`config.mk`:
```
export PLATFORM = sky130hd
export DESIGN_NAME = vap_core
export DESIGN_NICKNAME = d
export VERILOG_FILES = /design/src/verilog/vap_pkg.sv /design/src/verilog/vap_core.sv
export SDC_FILE = /design/constraint.sdc
export NUM_CORES = 2
export LEC_CHECK = 0
export BUFFER_PORTS_ARGS = -buffer_cell sky130_fd_sc_hd__buf_2
export CAP_MARGIN = 20
export CORE_AREA = 2 2 421 340
export CTS_CLUSTER_SIZE = 40
export DETAILED_ROUTE_END_ITERATION = 8
export DIE_AREA = 0 0 423 342
export PLACE_DENSITY = 0.49
export SYNTH_ARGS = -nofsm -noshare
export SYNTH_HDL_FRONTEND = slang
export SYNTH_SLANG_ARGS = --single-unit
export TNS_END_PERCENT = 5
```
`constraint.sdc`:
```
create_clock -name core_clk_in -period 4.6 [get_ports core_clk_in]
set_clock_uncertainty 0.2 [all_clocks]
set_input_delay 0.92 -clock core_clk_in [delete_from_list [all_inputs] [get_ports core_clk_in]]
set_output_delay 0.92 -clock core_clk_in [all_outputs]
set_load 0.01 [all_outputs]
```
`src/verilog/vap_pkg.sv`:
```
/*
 vap_pkg: shared constants and carriers for the vibration converter pacing,
 averaging and per-channel control block.
 Assumes a single 100 MHz core clock and a plain address/strobe register port.
*/
package vap_pkg;

   // ------------------------------------------------------------
   // register offsets (byte addresses, one word each)
   // ------------------------------------------------------------
   localparam logic [7:0] VAP_LAYER_CMD_OFS = 8'h00;
   localparam logic [7:0] VAP_LAYER_STS_OFS = 8'h04;
   localparam logic [7:0] VAP_CHAN_CMD_OFS = 8'h08;
   localparam logic [7:0] VAP_CHAN_THR_OFS = 8'h0C;
   localparam logic [7:0] VAP_CHAN_STS_OFS = 8'h10;
   localparam logic [7:0] VAP_SEC_CNT_OFS = 8'h14;

   // ------------------------------------------------------------
   // layer command word fields
   // ------------------------------------------------------------
   localparam int VAP_L_SRC_LSB = 0;
   localparam int VAP_L_DIV_LSB = 5;
   localparam int VAP_L_FMT_BIT = 15;
   localparam int VAP_L_AVG_LSB = 16;
   localparam int VAP_L_SEL_SRC = 20;
   localparam int VAP_L_SEL_DIV = 21;
   localparam int VAP_L_SEL_FMT = 22;
   localparam int VAP_L_SEL_AVG = 23;
   localparam int VAP_L_SEL_FIR = 24;
   localparam int VAP_L_SEL_DEF = 25;

   // ------------------------------------------------------------
   // channel command word fields
   // ------------------------------------------------------------
   localparam int VAP_C_CHAN_LSB = 0;
   localparam int VAP_C_BIAS_BIT = 4;
   localparam int VAP_C_TEST_BIT = 5;
   localparam int VAP_C_FILT_BIT = 6;
   localparam int VAP_C_MAIN_BIT = 7;
   localparam int VAP_C_SEC_BIT = 8;
   localparam int VAP_C_SN_LSB = 9;
   localparam int VAP_C_SEL_BIAS = 24;
   localparam int VAP_C_SEL_TEST = 25;
   localparam int VAP_C_SEL_FILT = 26;
   localparam int VAP_C_SEL_MAIN = 27;
   localparam int VAP_C_SEL_SEC = 28;
   localparam int VAP_C_SEL_SN = 29;
   localparam int VAP_C_SEL_HI = 30;
   localparam int VAP_C_SEL_LO = 31;
   localparam int VAP_T_HI_LSB = 0;
   localparam int VAP_T_LO_LSB = 16;

   // ------------------------------------------------------------
   // codes and reset values
   // ------------------------------------------------------------
   localparam logic [4:0] VAP_SRC_66M = 5'h00;
   localparam logic [4:0] VAP_SRC_24M = 5'h10;
   localparam logic [4:0] VAP_SRC_SYNC2 = 5'h18;
   localparam logic [4:0] VAP_SRC_BUS0 = 5'h08;
   localparam logic [4:0] VAP_SRC_BUS3 = 5'h0B;
   localparam logic [9:0] VAP_DIV_RST = 10'h041;
   localparam logic [3:0] VAP_AVG_RST = 4'h0;
   localparam logic VAP_FMT_NORMAL = 1'b0;
   localparam logic [14:0] VAP_SECN_RST = 15'h0000;
   localparam logic [11:0] VAP_THR_RST = 12'h000;

   typedef struct packed {
      logic [4:0] src;
      logic [9:0] div;
      logic fmt_reduced;
      logic [3:0] avg;
      logic fir_follow;
   } vap_layer_s;

   typedef struct packed {
      logic bias_on;
      logic test_on;
      logic filt_on;
      logic main_on;
      logic sec_on;
      logic [14:0] secn;
      logic [11:0] thr_hi;
      logic [11:0] thr_lo;
   } vap_chan_s;

endpackage

```
`src/verilog/vap_core.sv`:
```
/*
 vap_core: pacing clock selection and division, power-of-two averaging,
 per-channel gating, filter/test controls and secondary-converter pacing.
 Assumes source clocks arrive as one-cycle tick pulses synchronous to
 core_clk_in, and samples as valid-qualified SW-bit words per channel (24 by default).
*/
// Function
// - source codes 0,0x10,0x18,0x8-0xB select clock
// - pacing equals source divided by divider+1
// - divider up to 1023, resets to 65
// - average two-to-factor samples, factor up to 15
// - both flags set adapt default filter coefficients
// - format 0 normal, 1 reduced, default normal
// - secondary converts once per programmed main count plus one
// - secondary data transferred at secondary rate; code sends no transfer while the programmed count is 0
// - secondary off stops transfer, clears LED
// - secondary enable gates LED operation
// - main flow gate: 0 blocks, 1 passes
// - per-channel 48KHz filter on at 1
// - bias off plus test grounds input
// - only selected parameters update on write, but every non-default layer write reloads the FIR follow flag; threshold writes load both thresholds with no select
// - defaults flag restores layer, ignores others
// - layer settings shared by all channels
// - 12-bit thresholds, zero disables comparison
`timescale 1ns/1ns
module vap_core
   import vap_pkg::*;
#(
   parameter int NCH = 4,
   parameter int SW = 24
)
(
   // clock and reset
   input wire logic core_clk_in,
   input wire logic rstn_in,
   // register port
   input wire logic [7:0] addr_in,
   input wire logic [31:0] wdata_in,
   input wire logic wr_in,
   input wire logic rd_in,
   output logic [31:0] rdata_out,
   // pacing sources as tick pulses
   input wire logic tick_66m_in,
   input wire logic tick_24m_in,
   input wire logic sync2_in,
   input wire logic [3:0] sync_bus_in,
   // main converter samples and secondary levels
   input wire logic [NCH-1:0] smp_valid_in,
   input wire logic [NCH*SW-1:0] smp_data_in,
   input wire logic [NCH*12-1:0] sec_level_in,
   // outputs
   output logic conv_out,
   output logic [NCH-1:0] avg_valid_out,
   output logic [NCH*SW-1:0] avg_data_out,
   output logic fmt_reduced_out,
   output logic fir_adapt_out,
   output logic [3:0] fir_avg_out,
   output logic [NCH-1:0] filt_on_out,
   output logic [NCH-1:0] bias_on_out,
   output logic [NCH-1:0] ground_out,
   output logic [NCH-1:0] sec_conv_out,
   output logic [NCH-1:0] sec_xfer_out,
   output logic [NCH-1:0] led_out
);

   if (NCH < 1 || NCH > 4 || SW < 2 || SW > 24)
   begin : g_bad_param
      $error("vap_core: unsupported channel count or sample width");
   end

   localparam int AW = SW + 15;

   // ------------------------------------------------------------
   // layer configuration
   // ------------------------------------------------------------
   vap_layer_s lay;
   logic [31:0] w;
   logic lay_wr;
   logic chan_wr;
   logic thr_wr;
   assign w = wdata_in;
   assign lay_wr = wr_in && addr_in == VAP_LAYER_CMD_OFS;
   assign chan_wr = wr_in && addr_in == VAP_CHAN_CMD_OFS;
   assign thr_wr = wr_in && addr_in == VAP_CHAN_THR_OFS;

   always_ff @(posedge core_clk_in or negedge rstn_in)
   begin
      if (!rstn_in)
      begin
         lay.src <= VAP_SRC_66M;
         lay.div <= VAP_DIV_RST;
         lay.fmt_reduced <= VAP_FMT_NORMAL;
         lay.avg <= VAP_AVG_RST;
         lay.fir_follow <= 1'b0;
      end
      else if (lay_wr)
      begin
         if (w[VAP_L_SEL_DEF])
         begin
            lay.src <= VAP_SRC_66M;
            lay.div <= VAP_DIV_RST;
            lay.fmt_reduced <= VAP_FMT_NORMAL;
            lay.avg <= VAP_AVG_RST;
            lay.fir_follow <= 1'b0;
         end
         else
         begin
            if (w[VAP_L_SEL_SRC])
               lay.src <= w[VAP_L_SRC_LSB +: 5];
            if (w[VAP_L_SEL_DIV])
               lay.div <= w[VAP_L_DIV_LSB +: 10];
            if (w[VAP_L_SEL_FMT])
               lay.fmt_reduced <= w[VAP_L_FMT_BIT];
            if (w[VAP_L_SEL_AVG])
               lay.avg <= w[VAP_L_AVG_LSB +: 4];
            lay.fir_follow <= w[VAP_L_SEL_FIR];
         end
      end
   end

   always_ff @(posedge core_clk_in or negedge rstn_in)
   begin
      if (!rstn_in)
      begin
         fir_adapt_out <= 1'b0;
         fir_avg_out <= 4'h0;
         fmt_reduced_out <= VAP_FMT_NORMAL;
      end
      else
      begin
         fir_adapt_out <= lay_wr && !w[VAP_L_SEL_DEF] && w[VAP_L_SEL_AVG] && w[VAP_L_SEL_FIR];
         if (lay_wr && !w[VAP_L_SEL_DEF] && w[VAP_L_SEL_AVG] && w[VAP_L_SEL_FIR])
            fir_avg_out <= w[VAP_L_AVG_LSB +: 4];
         fmt_reduced_out <= lay.fmt_reduced;
      end
   end

   // ------------------------------------------------------------
   // pacing source and divider
   // ------------------------------------------------------------
   logic src_tick;
   logic [9:0] div_cnt;
   always_comb
   begin
      case (lay.src)
         VAP_SRC_66M: src_tick = tick_66m_in;
         VAP_SRC_24M: src_tick = tick_24m_in;
         VAP_SRC_SYNC2: src_tick = sync2_in;
         // unlisted codes stall pacing rather than guess a source
         default: src_tick = lay.src >= VAP_SRC_BUS0 && lay.src <= VAP_SRC_BUS3 && sync_bus_in[lay.src[1:0]];
      endcase
   end

   always_ff @(posedge core_clk_in or negedge rstn_in)
   begin
      if (!rstn_in)
      begin
         div_cnt <= 10'h000;
         conv_out <= 1'b0;
      end
      else
      begin
         conv_out <= 1'b0;
         if (src_tick)
         begin
            if (div_cnt >= lay.div)
            begin
               div_cnt <= 10'h000;
               conv_out <= 1'b1;
            end
            else
               div_cnt <= div_cnt + 10'h001;
         end
      end
   end

   // ------------------------------------------------------------
   // per-channel settings
   // ------------------------------------------------------------
   vap_chan_s ch [NCH];
   logic [15:0] sec_cnt [NCH];

   genvar g;
   generate
      for (g = 0; g < NCH; g++)
      begin : g_ch
         logic [AW-1:0] acc;
         logic [15:0] n_cnt;
         logic [15:0] n_tgt;
         logic [11:0] lvl;
         logic hit;
         logic [AW-1:0] sum;
         assign n_tgt = 16'h0001 << lay.avg;
         assign lvl = sec_level_in[g*12 +: 12];
         assign sum = acc + AW'(signed'(smp_data_in[g*SW +: SW]));

         always_ff @(posedge core_clk_in or negedge rstn_in)
         begin
            if (!rstn_in)
            begin
               ch[g].bias_on <= 1'b0;
               ch[g].test_on <= 1'b0;
               ch[g].filt_on <= 1'b0;
               ch[g].main_on <= 1'b0;
               ch[g].sec_on <= 1'b0;
               ch[g].secn <= VAP_SECN_RST;
               ch[g].thr_hi <= VAP_THR_RST;
               ch[g].thr_lo <= VAP_THR_RST;
            end
            else if (chan_wr && w[VAP_C_CHAN_LSB + g])
            begin
               if (w[VAP_C_SEL_BIAS])
                  ch[g].bias_on <= w[VAP_C_BIAS_BIT];
               if (w[VAP_C_SEL_TEST])
                  ch[g].test_on <= w[VAP_C_TEST_BIT];
               if (w[VAP_C_SEL_FILT])
                  ch[g].filt_on <= w[VAP_C_FILT_BIT];
               if (w[VAP_C_SEL_MAIN])
                  ch[g].main_on <= w[VAP_C_MAIN_BIT];
               if (w[VAP_C_SEL_SEC])
                  ch[g].sec_on <= w[VAP_C_SEC_BIT];
               if (w[VAP_C_SEL_SN])
                  ch[g].secn <= w[VAP_C_SN_LSB +: 15];
            end
            else if (thr_wr && w[VAP_C_CHAN_LSB + g + 12])
            begin
               ch[g].thr_hi <= w[VAP_T_HI_LSB +: 12];
               ch[g].thr_lo <= w[VAP_T_LO_LSB +: 12];
            end
         end

         always_ff @(posedge core_clk_in or negedge rstn_in)
         begin
            if (!rstn_in)
            begin
               acc <= '0;
               n_cnt <= 16'h0000;
               avg_valid_out[g] <= 1'b0;
               avg_data_out[g*SW +: SW] <= '0;
            end
            else
            begin
               avg_valid_out[g] <= 1'b0;
               if (smp_valid_in[g] && ch[g].main_on)
               begin
                  if (n_cnt + 16'h0001 >= n_tgt)
                  begin
                     avg_data_out[g*SW +: SW] <= SW'($signed(sum) >>> lay.avg);
                     avg_valid_out[g] <= 1'b1;
                     acc <= '0;
                     n_cnt <= 16'h0000;
                  end
                  else
                  begin
                     acc <= sum;
                     n_cnt <= n_cnt + 16'h0001;
                  end
               end
            end
         end

         always_ff @(posedge core_clk_in or negedge rstn_in)
         begin
            if (!rstn_in)
            begin
               sec_cnt[g] <= 16'h0000;
               sec_conv_out[g] <= 1'b0;
               sec_xfer_out[g] <= 1'b0;
            end
            else
            begin
               sec_conv_out[g] <= 1'b0;
               sec_xfer_out[g] <= 1'b0;
               if (conv_out && ch[g].sec_on)
               begin
                  if (sec_cnt[g] >= {1'b0, ch[g].secn})
                  begin
                     sec_cnt[g] <= 16'h0000;
                     sec_conv_out[g] <= 1'b1;
                     sec_xfer_out[g] <= ch[g].secn != VAP_SECN_RST;
                  end
                  else
                     sec_cnt[g] <= sec_cnt[g] + 16'h0001;
               end
            end
         end

         assign hit = (ch[g].thr_hi != VAP_THR_RST && lvl > ch[g].thr_hi)
            || (ch[g].thr_lo != VAP_THR_RST && lvl < ch[g].thr_lo);

         always_ff @(posedge core_clk_in or negedge rstn_in)
         begin
            if (!rstn_in)
            begin
               led_out[g] <= 1'b0;
               filt_on_out[g] <= 1'b0;
               bias_on_out[g] <= 1'b0;
               ground_out[g] <= 1'b0;
            end
            else
            begin
               // LED only while enabled, regardless of transfer
               if (!ch[g].sec_on)
                  led_out[g] <= 1'b0;
               else if (sec_conv_out[g])
                  led_out[g] <= hit;
               filt_on_out[g] <= ch[g].filt_on;
               bias_on_out[g] <= ch[g].bias_on;
               ground_out[g] <= !ch[g].bias_on && ch[g].test_on;
            end
         end
      end
   endgenerate

   // ------------------------------------------------------------
   // read port
   // ------------------------------------------------------------
   logic [31:0] next_rdata;
   always_comb
   begin
      next_rdata = 32'h0000_0000;
      case (addr_in)
         VAP_LAYER_STS_OFS: next_rdata = {11'h000, lay.fir_follow, lay.avg, lay.fmt_reduced, lay.div, lay.src};
         VAP_CHAN_STS_OFS:
         begin
            for (int i = 0; i < NCH; i++)
            begin
               next_rdata[i*8 +: 8] = {led_out[i], ground_out[i], ch[i].sec_on, ch[i].main_on,
                  ch[i].filt_on, ch[i].test_on, ch[i].bias_on, avg_valid_out[i]};
            end
         end
         VAP_SEC_CNT_OFS: next_rdata = {16'h0000, sec_cnt[0]};
         default: next_rdata = 32'h0000_0000;
      endcase
   end

   always_ff @(posedge core_clk_in or negedge rstn_in)
   begin
      if (!rstn_in)
         rdata_out <= 32'h0000_0000;
      else
         rdata_out <= rd_in ? next_rdata : 32'h0000_0000;
   end

endmodule // vap_core

```
Yosys cells after proc, flatten, opt, wreduce, memory -nomap -nowiden
Cells that the tools add are included.
Word-level totals
  register bits: 654
  bits of input ports: 199
Operators by class
  $add $sub $neg: 13
  $lt $le $gt $ge: 20
  equality and inequality tests: 11
  shifts and indexed selects: 5
  mux-type cells: 57
  bitwise operators: 4
  reduce and logical (&&, ||, !) cells: 99
Operators by type and width (count)
  adder 39 bit: 4
  2-to-1 mux 39 bit: 4
  >>> shifter 39 x 4 -> 24 bit: 4
  adder 16 x 1 -> 16 bit (second input constant): 8
  2-to-1 mux 16 bit: 8
  case mux 32 bit (3 select lines): 1
  nonzero test 12 bit: 8
  AND reduction 2 bit: 36
  greater-or-equal comparator 16 x 15 -> 1 bit: 4
  greater-or-equal comparator 16 bit: 4
  nonzero test 15 bit: 4
  greater-than comparator 12 bit: 4
  < comparator 12 bit: 4
  logical AND 1 bit: 36
  2-to-1 mux 1 bit: 36
  2-to-1 mux 32 bit: 1
  2-to-1 mux 21 bit: 1
  2-to-1 mux 10 bit: 2
  == test 8 x 4 -> 1 bit (second input constant): 2
  == test 8 x 5 -> 1 bit (second input constant): 2
  left shift 1 x 4 -> 16 bit (first input constant): 1
  adder 10 x 1 -> 10 bit (second input constant): 1
  == test 5 bit (second input constant): 2
  greater-or-equal comparator 10 bit: 1
  other kinds (15): 31

Longest topological paths before layout
  depth in word-level cells: 5
  mapped depth: 21
  mapped depth without buffers: 19

Worst setup path after synthesis
Ideal clock, no wire load.
  path kind: register to register
  from: register lay[1] (netlist name)
  to: register avg_data_out[73]
  library setup time: 0.136 ns
  arrival: 4.551 ns
  required time: 4.264 ns
  setup slack: -0.287 ns
  stages on the path, launching flop included: 21
  clock period less this slack: 4.887 ns
  cell sequence: dfrtp_1 -> clkbuf_1 -> clkbuf_1 -> buf_1 -> clkbuf_1 -> clkbuf_1 -> nor2_1 -> nand2_1 -> ha_1 -> a21oi_1 -> o21ai_0 -> a2111o_1 -> a21oi_1 -> o21ai_0 -> a41o_1 -> clkbuf_1 -> nand2_1 -> clkbuf_1 -> clkbuf_1 -> clkbuf_1 -> o21ai_0
On the way
  cells in the longest elaborated chain, start to end: 3
  elaborated cells between the ends (all ways): 4
Ends and longest elaborated chain
  from (decl): line vap_core.sv:76  | vap_layer_s lay;
  left shift 1 x 4 -> 16 bit: line vap_core.sv:193  | assign n_tgt = 16'h0001 << lay.avg;
  greater-or-equal comparator 16 bit: line vap_core.sv:246  | if (n_cnt + 16'h0001 >= n_tgt)
  AND reduction 2 bit (no source line)
  to (signal, indexed assignment): line vap_core.sv:248  | avg_data_out[g*SW +: SW] <= SW'($signed(sum) >>> lay.avg);
  to (decl): line vap_core.sv:54  | output logic [NCH*SW-1:0] avg_data_out,
Several ways; a longest one is shown, not always the timed one.
A chain may end at the register's enable or synchronous reset.

Worst setup path after layout
  from: register g_ch[2].n_cnt[0]
  to: register avg_data_out[68]
On the way
  cells in the longest elaborated chain, start to end: 3
Ends and longest elaborated chain
  from (decl): line vap_core.sv:188  | logic [15:0] n_cnt;
  from (signal assigned): line vap_core.sv:256  | n_cnt <= n_cnt + 16'h0001;
  adder 16 x 1 -> 16 bit: line vap_core.sv:246
  greater-or-equal comparator 16 bit: line vap_core.sv:246
  AND reduction 2 bit (no source line)
Every way passes these cells.

==> summary.md <==
| Metric | Value |
|---|---|
| Status | completed |
| Fin crit period | 4331 ps |
| CP endpoint kind | flip-flop |
| Synth Register Bits | 654 |
| Row cnt | 124 |
| Leakage power | 0.02669 uW |
| Final GP Congestion | 0.9205 |
| Syn_nets | 5925 |
| DRT iter0 DRCs | 4084 |
| VDD IR-drop max | 0.2467 mV |
| Mapped Area | 47500 sq um |
| Wire per inst | 22.29 um |
| Distinct cells, synth | 104 |
| CP Class | reg2reg |
| # setup viols final | 0 |
| H-tree lvl count | 3 |
| Overall global routing resource usage | 0.2319 |
| Post-route DRC violation count | 0 |
| Drt pass-1 iters | 7 |
| Most common cell after layout, fill and taps aside | nand2_1 |
| Worst rel slew slack | 0.3022 |
| Max Clk Rate | 230.9 MHz |
| Metal-1 WL | 84640 um |
| YS warnings | 0 |
| WL met3 | 9930 um |
| RSZ-0062 raised after global routing | true |
| Synth Flop Type | dfrtp_1 |
| Slew @ Worst Pin | 1044 ps |
| Setup bufs post-CTS | 0 |
| Input/output buffers | 359 |
| Post-DP HPWL | 129400 um |
| Power per cell area | 271.9 nW/um^2 |
| Clk root buf | clkbuf_16 |
| Via-to-Cell Ratio | 5.549 |
| Die ar. | 144700 sq um |
| Largest net degree at the start of global routing | 113 |
| CTS tree | built |
| Post-synth ARST share | 1.000 |
| Total grt overflow | 0 |
| CP Max Fanout | 10 |
| DR WL met2 | 73700 um |
| Share of post-route cells with drive strength above 1 | 0.1890 |
| Core area | 141200 sq um |
| Hold Vio Cnt, Final | 0 |
| First-pass GRT wire length | 260900 um |
| Routed WL | 171800 um |
| # IOs | 362 |
| Fill count | 14390 |
| Layout area overhead | 16.91% |
| Critical Path AT | 4710 ps |
| Clk buf depth | 3 |
| Mean Syn Cell Area | 8.903 sq um |
| Max_cap viols | 0 |
| Post-route clock period utilization | 0.9415 |
| Clock Pin Slew Worst Setup and Hold Paths | 70 ps |
| Clk_lat worst skew | 710 ps |
| Antenna-violating nets left | 0 |
| Vias in the first global route | 40770 |
| Hold Crit Class | reg2reg |
| Sink Count | 654 |
| Initial antenna violation count | 18 |
| Sequential area share after synthesis | 0.3446 |
| Worst path required time | 4980 ps |
| Total CTS buffers | 81 |
| Die Y | 342 um |
| DR vias | 42780 |
| Post-synth EDFFs | 0 |
| Most frequent cells in the layout | nand2_1, dfrtp_1, ha_1 |
| Fin util | 0.3933 |
| Max Slew Vio Count | 0 |
| Initial Util | 0.3364 |
| Gate Count Post-Synth | 5335 |
| Fin nets | 6338 |
| Max layer used | met4 |
| Startpoint types | flip-flop |
| Hold_ws | 192.5 ps |
| Die span in x | 423 um |
==> power by group <==
part / total, uW / switching, uW / internal, uW
sequential: 6110 / 181 / 5930
clock: 6970 / 2960 / 4010
combinational: 2020 / 1260 / 762
total: 15100 / 4400 / 10700
==> state kept, by name, summed over array words and instances, names as in the netlist <==
| register | cells |
|---|---|
| ch | 176 |
| g_ch.acc | 156 |
| avg_data_out | 96 |
| g_ch.n_cnt | 64 |
| sec_cnt | 64 |
| rdata_out | 32 |
| lay | 21 |
| div_cnt | 10 |
| avg_valid_out | 4 |
| bias_on_out | 4 |
| filt_on_out | 4 |
| fir_avg_out | 4 |
| ground_out | 4 |
| led_out | 4 |
| sec_conv_out | 4 |
| sec_xfer_out | 4 |
| conv_out | 1 |
| fir_adapt_out | 1 |
| fmt_reduced_out | 1 |
==> routing by layer <==
layer | up-vias | GRT usage
met5 | - | 0
met4 | 0 | 0.04864
met3 | 196 | 0.03280
met2 | 1255 | 0.3448
met1 | 21030 | 0.3536
li1 | 20300 | -
==> cell families after synthesis <==
| family | Yosys count | synth area share |
|---|---|---|
| simple gates | 1697 | 0.1655 |
| compound gates | 1452 | 0.2061 |
| flops | 654 | 0.3446 |
| buf+inv | 525 | 0.04286 |
| fa+ha+maj | 391 | 0.1036 |
| mux | 375 | 0.09254 |
| xor+xnor | 241 | 0.04476 |
==> per-stage QoR <==
stage / cells / setup WS (ps) / power (uW) / setup TNS (ps) / cell area [sq um]
after floorplan: 5335 / 56.82 / 7233 / 0 / 47500
after global placement: 7554 / -27.33 / 8208 / -27.33 / 52630
after detailed placement: 7554 / -52.71 / 8225 / -125.6 / 52630
after CTS: 7701 / 113.3 / 15290 / 0 / 55480
after global routing: 7704 / -33.51 / 15720 / -33.51 / 55510
final: 7709 / 269.3 / 15100 / 0 / 55530
==> final timing paths <==
path,startpoint,to,slack (ps),depth (start not counted)
max,g_ch[2].n_cnt[0],avg_data_out[68],270,17
min,ch[173],filt_on_out[0],190,0
max reg2reg,g_ch[2].n_cnt[0],avg_data_out[68],270,17
min reg2reg,ch[173],filt_on_out[0],190,0
max in group asynchronous,rstn_in,g_ch[0].acc[27],2530,3
min in group asynchronous,rstn_in,g_ch[2].acc[15],550,2
==> final cells by class <==
type,count,area (sq um),share of cell area
antenna,8,20.02,0.0003605
clock buffer,109,2293,0.04130
clock inverter,37,545.5,0.009824
inverter,239,907.1,0.01634
multi-input combinational,4156,29170,0.5254
sequential,654,16380,0.2950
tap,1890,2365,0.04259
timing repair buffer,616,3839,0.06913
==> critical path, cell delays in order (launching register included) <==
cell,delay (ps)
dfrtp_1,460
ha_1,220
nand2_1,70
nor2_1,210
and3_1,270
and3_1,300
and3_1,200
xor2_1,90
ha_1,300
nand4_1,150
nor2_1,220
nand3_1,140
o221ai_4,270
nand2_1,170
inv_1,340
nand2_1,250
nor3_1,310
a211oi_2,50
==> synth_stat cells (all sizes together) (47+ instances only) <==
cell	number	area share
nand2	693	0.055
dfrtp	652	0.34
o21ai	391	0.042
ha	387	0.10
nor2	355	0.028
a21oi	275	0.029
inv	237	0.019
mux2	227	0.054
clkbuf	224	0.018
a21o	167	0.026
xnor2	135	0.025
nand3	129	0.014
mux2i	120	0.025
xor2	106	0.020
o31ai	94	0.015
and3	88	0.012
nor3	76	0.0081
nand4	74	0.0097
a211oi	66	0.011
buf	62	0.0062
o211ai	52	0.0082
nand2b	48	0.0063
nor2b	48	0.0063
and2	47	0.0062
==> timing repair <==
| action | CTS | global route |
|---|---|---|
| hold buffers | 1 | 0 |
| resized for setup | 0 | 9 |
| hold endpoints to repair | 37 | 0 |
| setup endpoints to repair | 0 | 46 |
Note: power is estimated with default switching activity, not from simulation.
